[config.mk]
export PLATFORM = sky130hd
export DESIGN_NAME = resonant_pwm_timing
export DESIGN_NICKNAME = d
export VERILOG_FILES = /design/src/rtl/resonant_pwm_pkg.sv /design/src/rtl/resonant_pwm_timing.sv /design/src/rtl/sample_tick_gen.sv
export VERILOG_INCLUDE_DIRS = /design/src /design/src/rtl
export SDC_FILE = /design/constraint.sdc
export NUM_CORES = 1
export LEC_CHECK = 0
export ABC_CLOCK_PERIOD_IN_PS = 11000
export BUFFER_PORTS_ARGS = -buffer_cell sky130_fd_sc_hd__buf_2
export CAP_MARGIN = 20
export CORE_MARGIN = 2
export CORE_UTILIZATION = 41
export DETAILED_ROUTE_END_ITERATION = 12
export SETUP_SLACK_MARGIN = 0.05
export SLEW_MARGIN = 40
export SYNTH_ARGS = -nofsm -noshare
export SYNTH_HDL_FRONTEND = slang
export SYNTH_SLANG_ARGS = --single-unit
[constraint.sdc]
create_clock -name clk_sys -period 11 [get_ports clk_sys]
set_clock_uncertainty 0.2 [all_clocks]
set_input_delay 1.1 -clock clk_sys [delete_from_list [all_inputs] [get_ports clk_sys]]
set_output_delay 1.1 -clock clk_sys [all_outputs]
set_load 0.02 [all_outputs]
[src/rtl/resonant_pwm_consts.svh]
`ifndef RESONANT_PWM_CONSTS_SVH
`define RESONANT_PWM_CONSTS_SVH

// Register offsets
`define OFS_FREQ_SELECT 8'h40
`define OFS_RISE_DELAY 8'h41
`define OFS_MAX_PERIOD_HI 8'h42
`define OFS_FALL_OFFSET 8'h43
`define OFS_MAX_PERIOD_LO 8'h44
`define OFS_STATUS_PERIOD_HI 8'h70
`define OFS_STATUS_PERIOD_LO 8'h71

// Field layout and reset values
`define RESONANT_CODE 6'h3f
`define REG_RESET 8'h00
`define PERIOD_FLOOR 12'h002

// Timing
`define CLK_PERIOD_NS 10
`define STEP_NS 5
`define UNITS_PER_CLK (`CLK_PERIOD_NS / `STEP_NS)
`define CLK_KHZ 100000
`define FB_SAMPLE_KHZ 400
`define FB_SAMPLE_CYCLES (`CLK_KHZ / `FB_SAMPLE_KHZ)

`endif

[src/rtl/resonant_pwm_pkg.sv]
package resonant_pwm_pkg;

    typedef enum logic [1:0] {
        MODE_IDLE = 2'b01,
        MODE_RUN = 2'b10
    } mode_t;

    typedef struct packed {
        logic [7:0] freq_sel;
        logic [7:0] rise_delay;
        logic [7:0] max_hi;
        logic [7:0] fall_offset;
        logic [7:0] max_lo;
        logic [11:0] t;
        logic [11:0] period;
        logic [11:0] period_cmd;
        logic drive;
        logic active;
        logic [7:0] rdata;
        mode_t mode;
    } timing_state_t;

    typedef struct packed {
        logic [7:0] count;
        logic tick;
    } divider_state_t;

endpackage

[src/rtl/resonant_pwm_timing.sv]
`timescale 1ns/1ps
`include "resonant_pwm_consts.svh"

module resonant_pwm_timing
    import resonant_pwm_pkg::*;
(
    input wire logic clk_sys,
    input wire logic rst_b,
    input wire logic [7:0] reg_addr,
    input wire logic [7:0] reg_wdata,
    input wire logic reg_wr,
    input wire logic reg_rd,
    input wire logic sense_low,
    output logic [7:0] reg_rdata,
    output logic primary_drive_first,
    output logic resonant_active
);
    localparam logic [11:0] UNITS = 12'(`UNITS_PER_CLK);

    timing_state_t q;
    timing_state_t d;
    logic sample_tick;
    logic resonant_req;
    logic [11:0] limit;
    logic [11:0] half_cycle_point;
    logic [12:0] t_adv;
    logic [13:0] fall_point;
    logic rise_in_first_half;

    function automatic logic [11:0] clamp_period(input logic [11:0] v, input logic [11:0] lim);
        logic [11:0] r;
        r = (v < `PERIOD_FLOOR) ? `PERIOD_FLOOR : v;
        if (r > lim) begin
            r = lim;
        end
        return r;
    endfunction

    sample_tick_gen u_tick (
        .clk_sys(clk_sys),
        .rst_b(rst_b),
        .sample_tick(sample_tick)
    );

    assign resonant_req = (q.freq_sel[5:0] == `RESONANT_CODE);
    assign limit = {q.max_hi, q.max_lo[7:4]};
    assign half_cycle_point = {1'b0, q.period[11:1]};
    assign t_adv = {1'b0, q.t} + {1'b0, UNITS};
    // Sign-extended offset: codes with bit 7 set land before the half point
    assign fall_point = {2'b00, half_cycle_point} + {{6{q.fall_offset[7]}}, q.fall_offset};
    assign rise_in_first_half = ({4'h0, q.rise_delay} < half_cycle_point);

    always_comb begin
        d = q;
        d.rdata = 8'h00;
        if (reg_wr) begin
            case (reg_addr)
                `OFS_FREQ_SELECT: d.freq_sel = reg_wdata;
                `OFS_RISE_DELAY: d.rise_delay = reg_wdata;
                `OFS_MAX_PERIOD_HI: d.max_hi = reg_wdata;
                `OFS_FALL_OFFSET: d.fall_offset = reg_wdata;
                `OFS_MAX_PERIOD_LO: d.max_lo = reg_wdata;
                default: d.freq_sel = q.freq_sel;
            endcase
        end
        if (reg_rd) begin
            case (reg_addr)
                `OFS_FREQ_SELECT: d.rdata = q.freq_sel;
                `OFS_RISE_DELAY: d.rdata = q.rise_delay;
                `OFS_MAX_PERIOD_HI: d.rdata = q.max_hi;
                `OFS_FALL_OFFSET: d.rdata = q.fall_offset;
                `OFS_MAX_PERIOD_LO: d.rdata = q.max_lo;
                `OFS_STATUS_PERIOD_HI: d.rdata = q.period[11:4];
                `OFS_STATUS_PERIOD_LO: d.rdata = {q.period[3:0], 3'b000, q.active};
                default: d.rdata = 8'h00;
            endcase
        end
        // Loop integrator: step the period at the fixed sampling rate
        if (sample_tick) begin
            if (sense_low) begin
                // Saturate first so a full-scale limit cannot wrap round to the floor
                d.period_cmd = (q.period_cmd == 12'hfff) ? q.period_cmd : q.period_cmd + 12'h001;
                d.period_cmd = clamp_period(d.period_cmd, limit);
            end else begin
                d.period_cmd = clamp_period(q.period_cmd - 12'h001, limit);
            end
        end
        case (q.mode)
            MODE_IDLE: begin
                d.drive = 1'b0;
                d.active = 1'b0;
                d.t = 12'h000;
                if (resonant_req) begin
                    d.mode = MODE_RUN;
                    d.active = 1'b1;
                    d.period = clamp_period(q.period_cmd, limit);
                end
            end
            MODE_RUN: begin
                if (!resonant_req) begin
                    d.mode = MODE_IDLE;
                    d.drive = 1'b0;
                    d.active = 1'b0;
                    d.t = 12'h000;
                end else begin
                    // Period only changes at a cycle boundary so each cycle keeps its duty
                    if (t_adv >= {1'b0, q.period}) begin
                        d.t = 12'h000;
                        d.period = clamp_period(q.period_cmd, limit);
                    end else begin
                        d.t = t_adv[11:0];
                    end
                    d.drive = rise_in_first_half && (q.t >= {4'h0, q.rise_delay})
                        && !fall_point[13] && ({2'b00, q.t} < fall_point);
                end
            end
            default: begin
                d.mode = MODE_IDLE;
                d.drive = 1'b0;
                d.active = 1'b0;
                d.t = 12'h000;
            end
        endcase
    end

    always_ff @(posedge clk_sys or negedge rst_b) begin
        if (!rst_b) begin
            q <= '{freq_sel: `REG_RESET, rise_delay: `REG_RESET, max_hi: `REG_RESET,
                   fall_offset: `REG_RESET, max_lo: `REG_RESET, t: 12'h000,
                   period: `PERIOD_FLOOR, period_cmd: `PERIOD_FLOOR, drive: 1'b0,
                   active: 1'b0, rdata: 8'h00, mode: MODE_IDLE};
        end else begin
            q <= d;
        end
    end

    assign reg_rdata = q.rdata;
    assign primary_drive_first = q.drive;
    assign resonant_active = q.active;
endmodule

[src/rtl/sample_tick_gen.sv]
`timescale 1ns/1ps
`include "resonant_pwm_consts.svh"

// Fixed-rate feedback sampling strobe, independent of the switching period
module sample_tick_gen
    import resonant_pwm_pkg::*;
(
    input wire logic clk_sys,
    input wire logic rst_b,
    output logic sample_tick
);
    localparam logic [7:0] LAST = 8'((`FB_SAMPLE_CYCLES) - 1);

    divider_state_t q;
    divider_state_t d;

    always_comb begin
        d = q;
        d.tick = 1'b0;
        if (q.count == LAST) begin
            d.count = 8'h00;
            d.tick = 1'b1;
        end else begin
            d.count = q.count + 8'h01;
        end
    end

    always_ff @(posedge clk_sys or negedge rst_b) begin
        if (!rst_b) begin
            q <= '0;
        end else begin
            q <= d;
        end
    end

    assign sample_tick = q.tick;

endmodule

==> reports/metrics.yaml, run 1 <==
syn-mean-instance-area_um2: 9.53
ys_ff_latch: 96
hold_violations: 0
postCtsSetupBuffers: 0
seqCellArea_um2: 2410
synth-edff-count: 0
ys.flop_type: "dfrtp_1"
worstHoldPathType: "reg -> reg"
area_growth_pct: 8.25
worstPathCellList: "nand4_1 > nor4_2 > mux2_4 > or4_1 > or4_4 > nand2_1 > ha_1 > nor2b_1 > o211ai_1 > a21oi_1 > a2111oi_1 > o21ai_1 > o221ai_1 > o22ai_1"
irDropWorstVdd_uv: 74.0
setup_tns_ps: 0
cp_top_family: "simple AND/OR/NAND/NOR gates"
period_share: 0.453
rsz0062_at_grt: "false"
drc: 0
setup-violations-final: 0
viasPerCell: 5.85
die_height_um: 138
cts_buffers: 9
synth.distinct_cells: 70
timing_worst_setup_path_type: "reg -> reg"
worst_pin_slew_ps: 828
root_buffer: "clkbuf_16"
syn_area_um2: 7350
crit_fanout: 16
fmax_mhz: 201
slew_violations: 0
synth_top_area_share: 0.316
fillers: 1715
ys_seq_area_frac: 0.327
initial_core_util: 0.422
clk_pin_slew_ps: 70
period_needed_ps: 4980
fin_nets: 894
ios: 31
cts_sinks: 96
cts_tree: "built"
antenna_cells: 0
start_kind: "register"
clkLatencyLatePin_ps: 360
synth_area_leaders: "dfrtp_1 32%, ha_1 15%, mux2_2 6.4%"
dieArea_um2: 19000
synth-async-reset-ratio: 1.00
syn_inst: 772
rrSetupSlack_ps: 6020
status: "complete, no violations"
layout-drive-gt1-share: 0.146
finalNonFillerCells: 1011
place_inst: 995
drt-initial-drc-count: 505
cts.path.max_buffers: 2
final_util: 0.457
grt_remaining_overflow: 0
wl_um: 19800
via_count: 5910
worstPathRequired_ps: 11030
ys_warn_count: 0
max_slew_margin: 0.443
cts-htree-levels: 3
maxCapViolations: 0
cp-end-kind: "register"
first_pass_iters: 8
die-width_um: 138
syn_nets: 885
grt_usage: 0.217
p_leak_nw: 3.58
critical-path-slowest-cell: "dfrtp_1"
row_count: 48
numPortBuffers: 30
total_power_uw: 768
critical_path_buf_inv_count: 0
yosysTopAreaCell: "dfrtp_1"
multi_input_area_um2: 4590
max_stage_delay_ps: 670
cts_hold_buffers: 0
arrival_ps: 5010
gp_congestion: 0.914
grt_antenna_before_repair: 0
grt_pass1_vias: 5782
core_um2: 17400
dp_hpwl_um: 15600
post_drt_wl_per_cell_um: 19.6
power_density_nw_per_um2: 96.4
ant_nets: 0
grt_pass1_wl_um: 31400
cts_resized: 0
grt_max_degree: 55
Yosys cell counts, types with 4 or more instances:
library cell / instances
dfrtp_1: 93
ha_1: 91
nor2_1: 55
inv_1: 52
mux2_2: 42
a21oi_1: 40
nand2_1: 40
xnor2_1: 26
mux2i_1: 25
nand3_1: 24
a22oi_1: 20
o21ai_0: 20
nor2b_1: 17
nor3_1: 17
a31oi_1: 16
clkbuf_1: 16
a21o_1: 14
nand4_1: 14
buf_4: 11
nand2b_1: 11
xor2_1: 9
o21a_1: 8
and3_1: 7
o221ai_1: 7
o22ai_1: 7
nor4_1: 6
o31ai_1: 6
a222oi_1: 5
or2_2: 5
a211oi_1: 4
o211ai_1: 4
or4_1: 4
layout make-up:
cell class / count / share of cell area
sequential: 96 / 0.302
multi-input combinational: 588 / 0.577
tap: 225 / 0.0354
clock buffer: 9 / 0.0283
timing repair buffer: 34 / 0.0229
inverter: 52 / 0.0245
clock inverter: 7 / 0.0101
report_power, final:
group / internal [mW] / leakage [nW] / switching (mW)
clock: 0.178 / 0.136 / 0.150
sequential: 0.360 / 1.26 / 0.0101
combinational: 0.0296 / 2.19 / 0.0398
total: 0.568 / 3.58 / 0.200
flip-flops by register name, indices dropped and copies added (netlist names):
| register | cells |
|---|---|
| q | 54 |
| limit | 12 |
| half_cycle_point | 11 |
| reg_rdata | 8 |
| u_tick.q | 8 |
| primary_drive_first | 1 |
| resonant_active | 1 |
| u_tick.sample_tick | 1 |
metal layers:
layer | vias to the layer above | part of all wire | global-route usage
li1 | 2865 | - | -
met1 | 2910 | 0.47 | 0.293
met2 | 117 | 0.48 | 0.366
met3 | 18 | 0.035 | 0.0245
met4 | 0 | 0.015 | 0.0624
met5 | - | 0 | 0
final timing paths:
check	startpoint	endpoint	cells past startpoint
min reg2reg	u_tick.q[1]$_DFF_PN0_	u_tick.q[1]$_DFF_PN0_	1
max	q[14]$_DFFE_PN0P_	q[20]$_DFFE_PN0P_	14
min in group asynchronous	rst_b	q[47]$_DFF_PN0_	1
min	u_tick.q[1]$_DFF_PN0_	u_tick.q[1]$_DFF_PN0_	1
max reg2reg	q[14]$_DFFE_PN0P_	q[20]$_DFFE_PN0P_	14
max in group asynchronous	rst_b	q[15]$_DFFE_PN0P_	2
cell families (layout without fill, tap and decap cells):
group,count (synthesis),after routing,share of synthesized area
AND/OR/NAND/NOR,214,214,0.149
AO/OA/AOI/OAI,179,179,0.168
flip-flops,96,96,0.327
adder cells (fa/ha/maj),92,92,0.158
buffers and inverters,88,102,0.0570
multiplexers,68,68,0.100
XOR/XNOR,35,35,0.0417
layout by cell type (no fill, tap or decap), types with 9 or more instances in the layout:
cell type | netlist | layout
inv_1 | 52 | 52
clkbuf_16 | 0 | 9
mux2_2 | 42 | 42
xor2_1 | 9 | 9
nand2b_1 | 11 | 11
nor3_1 | 17 | 16
nand3_1 | 24 | 24
buf_2 | 2 | 29
nor2_1 | 55 | 54
o21ai_0 | 20 | 20
nand4_1 | 14 | 14
xnor2_1 | 26 | 26
a21o_1 | 14 | 14
nor2b_1 | 17 | 17
ha_1 | 91 | 91
dfrtp_1 | 93 | 93
a21oi_1 | 40 | 40
nand2_1 | 40 | 40
a22oi_1 | 20 | 20
a31oi_1 | 16 | 14
mux2i_1 | 25 | 25
through the flow:
stage	setup WS, ps	hold WS [ps]	area, um^2
finish	6020	302	7960
global route	5580	334	7960
CTS	5880	308	7960
detailed placement	5920	298	7650
global placement	5890	288	7600
floorplan	6550	261	7350
No activity file was read; power rests on OpenSTA's default activity.
==> run 2, diff against run 1 <==
ABC_AREA = 1   (was not set)
ABC_CLOCK_PERIOD_IN_PS = 5100   (was 11000)
clock period = 5.1 ns   (was 11 ns; I/O delays follow)
==> run 2 against run 1 <==
Effect of this change: combinational power rose to 2.9 times the previous value; utilization fell by 1.0 points; register-to-register slack got worse by 4800 ps; count of clock-buffer cells in the layout did not move; sequential share of layout area fell by 1.5 points; synthesized cell count rose by 38%; largest cell class unchanged.
==> reports/metrics.yaml, run 2 <==
status: "complete, no violations"
slew_violations: 0  # unchanged
first_pass_iters: 5  # -3
wl_um: 21800  # +10%
antenna_cells: 0  # unchanged
setup_tns_ps: 0  # unchanged
pwr-share-seq: 0.473  # -0.009
fin_nets: 1172  # +31%
row_count: 50  # +4.2%
ios: 31  # unchanged
setup-violations-final: 0  # unchanged
dieArea_um2: 20400  # +7.1%
largest_register_ff_count: 54  # unchanged
period_needed_ps: 3910  # -1070 ps
numPortBuffers: 30  # unchanged
drc: 0  # unchanged
synth_area_leaders: "dfrtp_1 29%, ha_1 14%, nand2_1 11%"
cts.path.max_buffers: 2  # unchanged
ys_ff_latch: 96  # unchanged
postCtsSetupBuffers: 0  # unchanged
core_um2: 18800  # +7.8%
rsz0062_at_grt: "false"
sw_frac_of_total: 0.292  # +0.0318
syn-mean-instance-area_um2: 7.43  # -22%
ff2ff_path_depth: 16  # +2
clkLatencyLatePin_ps: 360  # about the same
ys_seq_area_frac: 0.305  # -0.0224
cts_tree: "built"
ant_nets: 0  # unchanged
timing_worst_setup_path_type: "reg -> reg"
syn_nets: 1175  # +33%
synth_top_area_share: 0.295  # -0.0217
worstPathRequired_ps: 5190  # -5840 ps
top_register: "q"
die-width_um: 143  # +3.5%
arrival_ps: 3990  # -1020 ps
synth-async-reset-ratio: 1.00  # unchanged
gp_congestion: 0.937  # +2.5%
synth.most_common_cell: "nand2_1"
layout_commonest_cell: "nand2_1"
cts-htree-levels: 3  # unchanged
r2r-start: "q[14]$_DFFE_PN0P_"
grt_max_degree: 42  # -24%
ys_warn_count: 0  # unchanged
drt-initial-drc-count: 498  # -1.4%
clk_pin_slew_ps: 80  # about the same
period_share: 0.766  # +0.313
cts_buffers: 9  # unchanged
power_frac_comb: 0.118  # +0.028
power_density_nw_per_um2: 200  # +110%
syn_inst: 1062  # +38%
grt_antenna_before_repair: 0  # unchanged
grt_pass1_wl_um: 34700  # +11%
syn_area_um2: 7890  # +7.4%
irDropWorstVdd_uv: 170  # +130%
via_count: 7103  # +20%
final_util: 0.447  # -0.0104
root_buffer: "clkbuf_16"
synth-edff-count: 0  # unchanged
dp_hpwl_um: 16900  # +8.4%
clkPwrFrac: 0.409  # -0.019
hold-path-endpoint: "q[73]$_DFFE_PN0P_"
cts_sinks: 96  # unchanged
r2r-end: "q[14]$_DFFE_PN0P_"
viasPerCell: 5.47  # -6.4%
initial_core_util: 0.421  # -0.00160
crit_fanout: 24  # +8
synth.distinct_cells: 53  # -24%
fmax_mhz: 256  # +27%
layout-drive-gt1-share: 0.110  # -0.0363
whs_path_depth: 3  # +2
worstHoldPathType: "in -> reg"
cp-end-kind: "register"
area_growth_pct: 6.18
yosys-top-cells-count: "228 x nand2_1, 127 x inv_1, 93 x dfrtp_1, 91 x ha_1, 84 x o21ai_0"
grt_remaining_overflow: 0  # unchanged
layout_common_cells: "228 x nand2_1, 127 x inv_1, 93 x dfrtp_1"
ys.flop_type: "dfrtp_1"
yosysTopAreaCell: "dfrtp_1"
cts_resized: 0  # unchanged
grt_usage: 0.222  # +0.00484
fillers: 1973  # +15%
max_slew_margin: 0.499  # +0.0559
rrSetupSlack_ps: 1190  # -4830 ps
die_height_um: 143  # +3.5%
internal_power_mw: 1.19  # +110%
maxCapViolations: 0  # unchanged
grt_pass1_vias: 6479  # +12%
total_power_mw: 1.68  # +120%
hold_violations: 0  # unchanged
start_kind: "register"
cts_hold_buffers: 1  # +1
power.switching_uw: 490  # +150%
p_leak_nw: 4.02  # +12%
worstHoldStart: "reg_wdata[1]"
post_drt_wl_per_cell_um: 16.8  # -14%
worst_pin_slew_ps: 751  # -76.9 ps
-- run 2: how the worst max path moves through the flow --
stage                       from           endpoint  slack, ps  depth (start not counted)
3_3_place_gp   q[14]$_DFFE_PN0P_  q[19]$_DFFE_PN0P_       1290                         16
2_1_floorplan  q[13]$_DFFE_PN1P_  q[18]$_DFFE_PN0P_       1900                         20
5_1_grt        q[13]$_DFFE_PN1P_  q[19]$_DFFE_PN0P_        860                         17
6_report       q[14]$_DFFE_PN0P_  q[14]$_DFFE_PN0P_       1190                         16
4_1_cts        q[14]$_DFFE_PN0P_  q[19]$_DFFE_PN0P_       1220                         16
3_5_place_dp   q[14]$_DFFE_PN0P_  q[19]$_DFFE_PN0P_       1250                         16
-- run 2: metrics by stage --
step	area (um^2)	instances	hold WS, ps	setup WS (ps)
2_1_floorplan	7890	1062	14.4	1900
3_3_place_gp	8050	1280	267	1290
3_5_place_dp	8070	1281	273	1250
4_1_cts	8370	1298	163	1220
5_1_grt	8380	1298	178	859
6_report	8380	1298	170	1190
-- run 2: critical path, cell delays in order (launching register included) --
cell     delay, ps
dfrtp_1        830
inv_1          180
nor2_4         220
nand3_4        200
o21ai_1        260
nor2_2          70
nand4_4        110
nand2_1         70
ha_1           290
a21oi_1         60
o21ai_0        130
nand3_1         80
nand3_1         70
nand2_1        420
o21ai_0        350
nand2_1        110
a21oi_1        160
-- run 2: cell families (layout without fill, tap and decap cells) --
kind of cell	count (synthesis)	in the layout	synth area share
buffers and inverters	180	182	0.101
and+or+nand+nor	446	446	0.262
adders and majority gates	92	92	0.147
AOI/OAI and AO/OA	228	228	0.163
xor gates and xnor gates	20	20	0.0222
DFF	96	96	0.305
-- run 2: area by class of cell --
cell class                      count  area, um^2  area share
Tap cell                          234         293      0.0349
Clock inverter                      7        70.1     0.00836
Sequential cell                    96        2410       0.287
Timing Repair Buffer               33         190      0.0227
Inverter                          133         499      0.0596
Clock buffer                        9         225      0.0269
Multi-Input combinational cell    786        4700       0.561
-- run 2: routing by layer --
layer	global-route usage	up-vias	part of all wire
li1	-	3531	-
met3	0.0248	48	0.053
met4	0.0891	0	0.030
met5	0	-	0
met2	0.341	253	0.44
met1	0.318	3271	0.47
-- run 2: power by group through the flow --
| stage | sequential (mW) | clock, mW | combinational [mW] |
|---|---|---|---|
| 6_report | 0.794 | 0.686 | 0.198 |
| 5_1_grt | 0.796 | 0.731 | 0.227 |
| 4_1_cts | 0.794 | 0.706 | 0.198 |
| 3_5_place_dp | 0.809 | 0 | 0.196 |
| 3_3_place_gp | 0.809 | 0 | 0.193 |
| 2_1_floorplan | 0.803 | 0 | 0.128 |
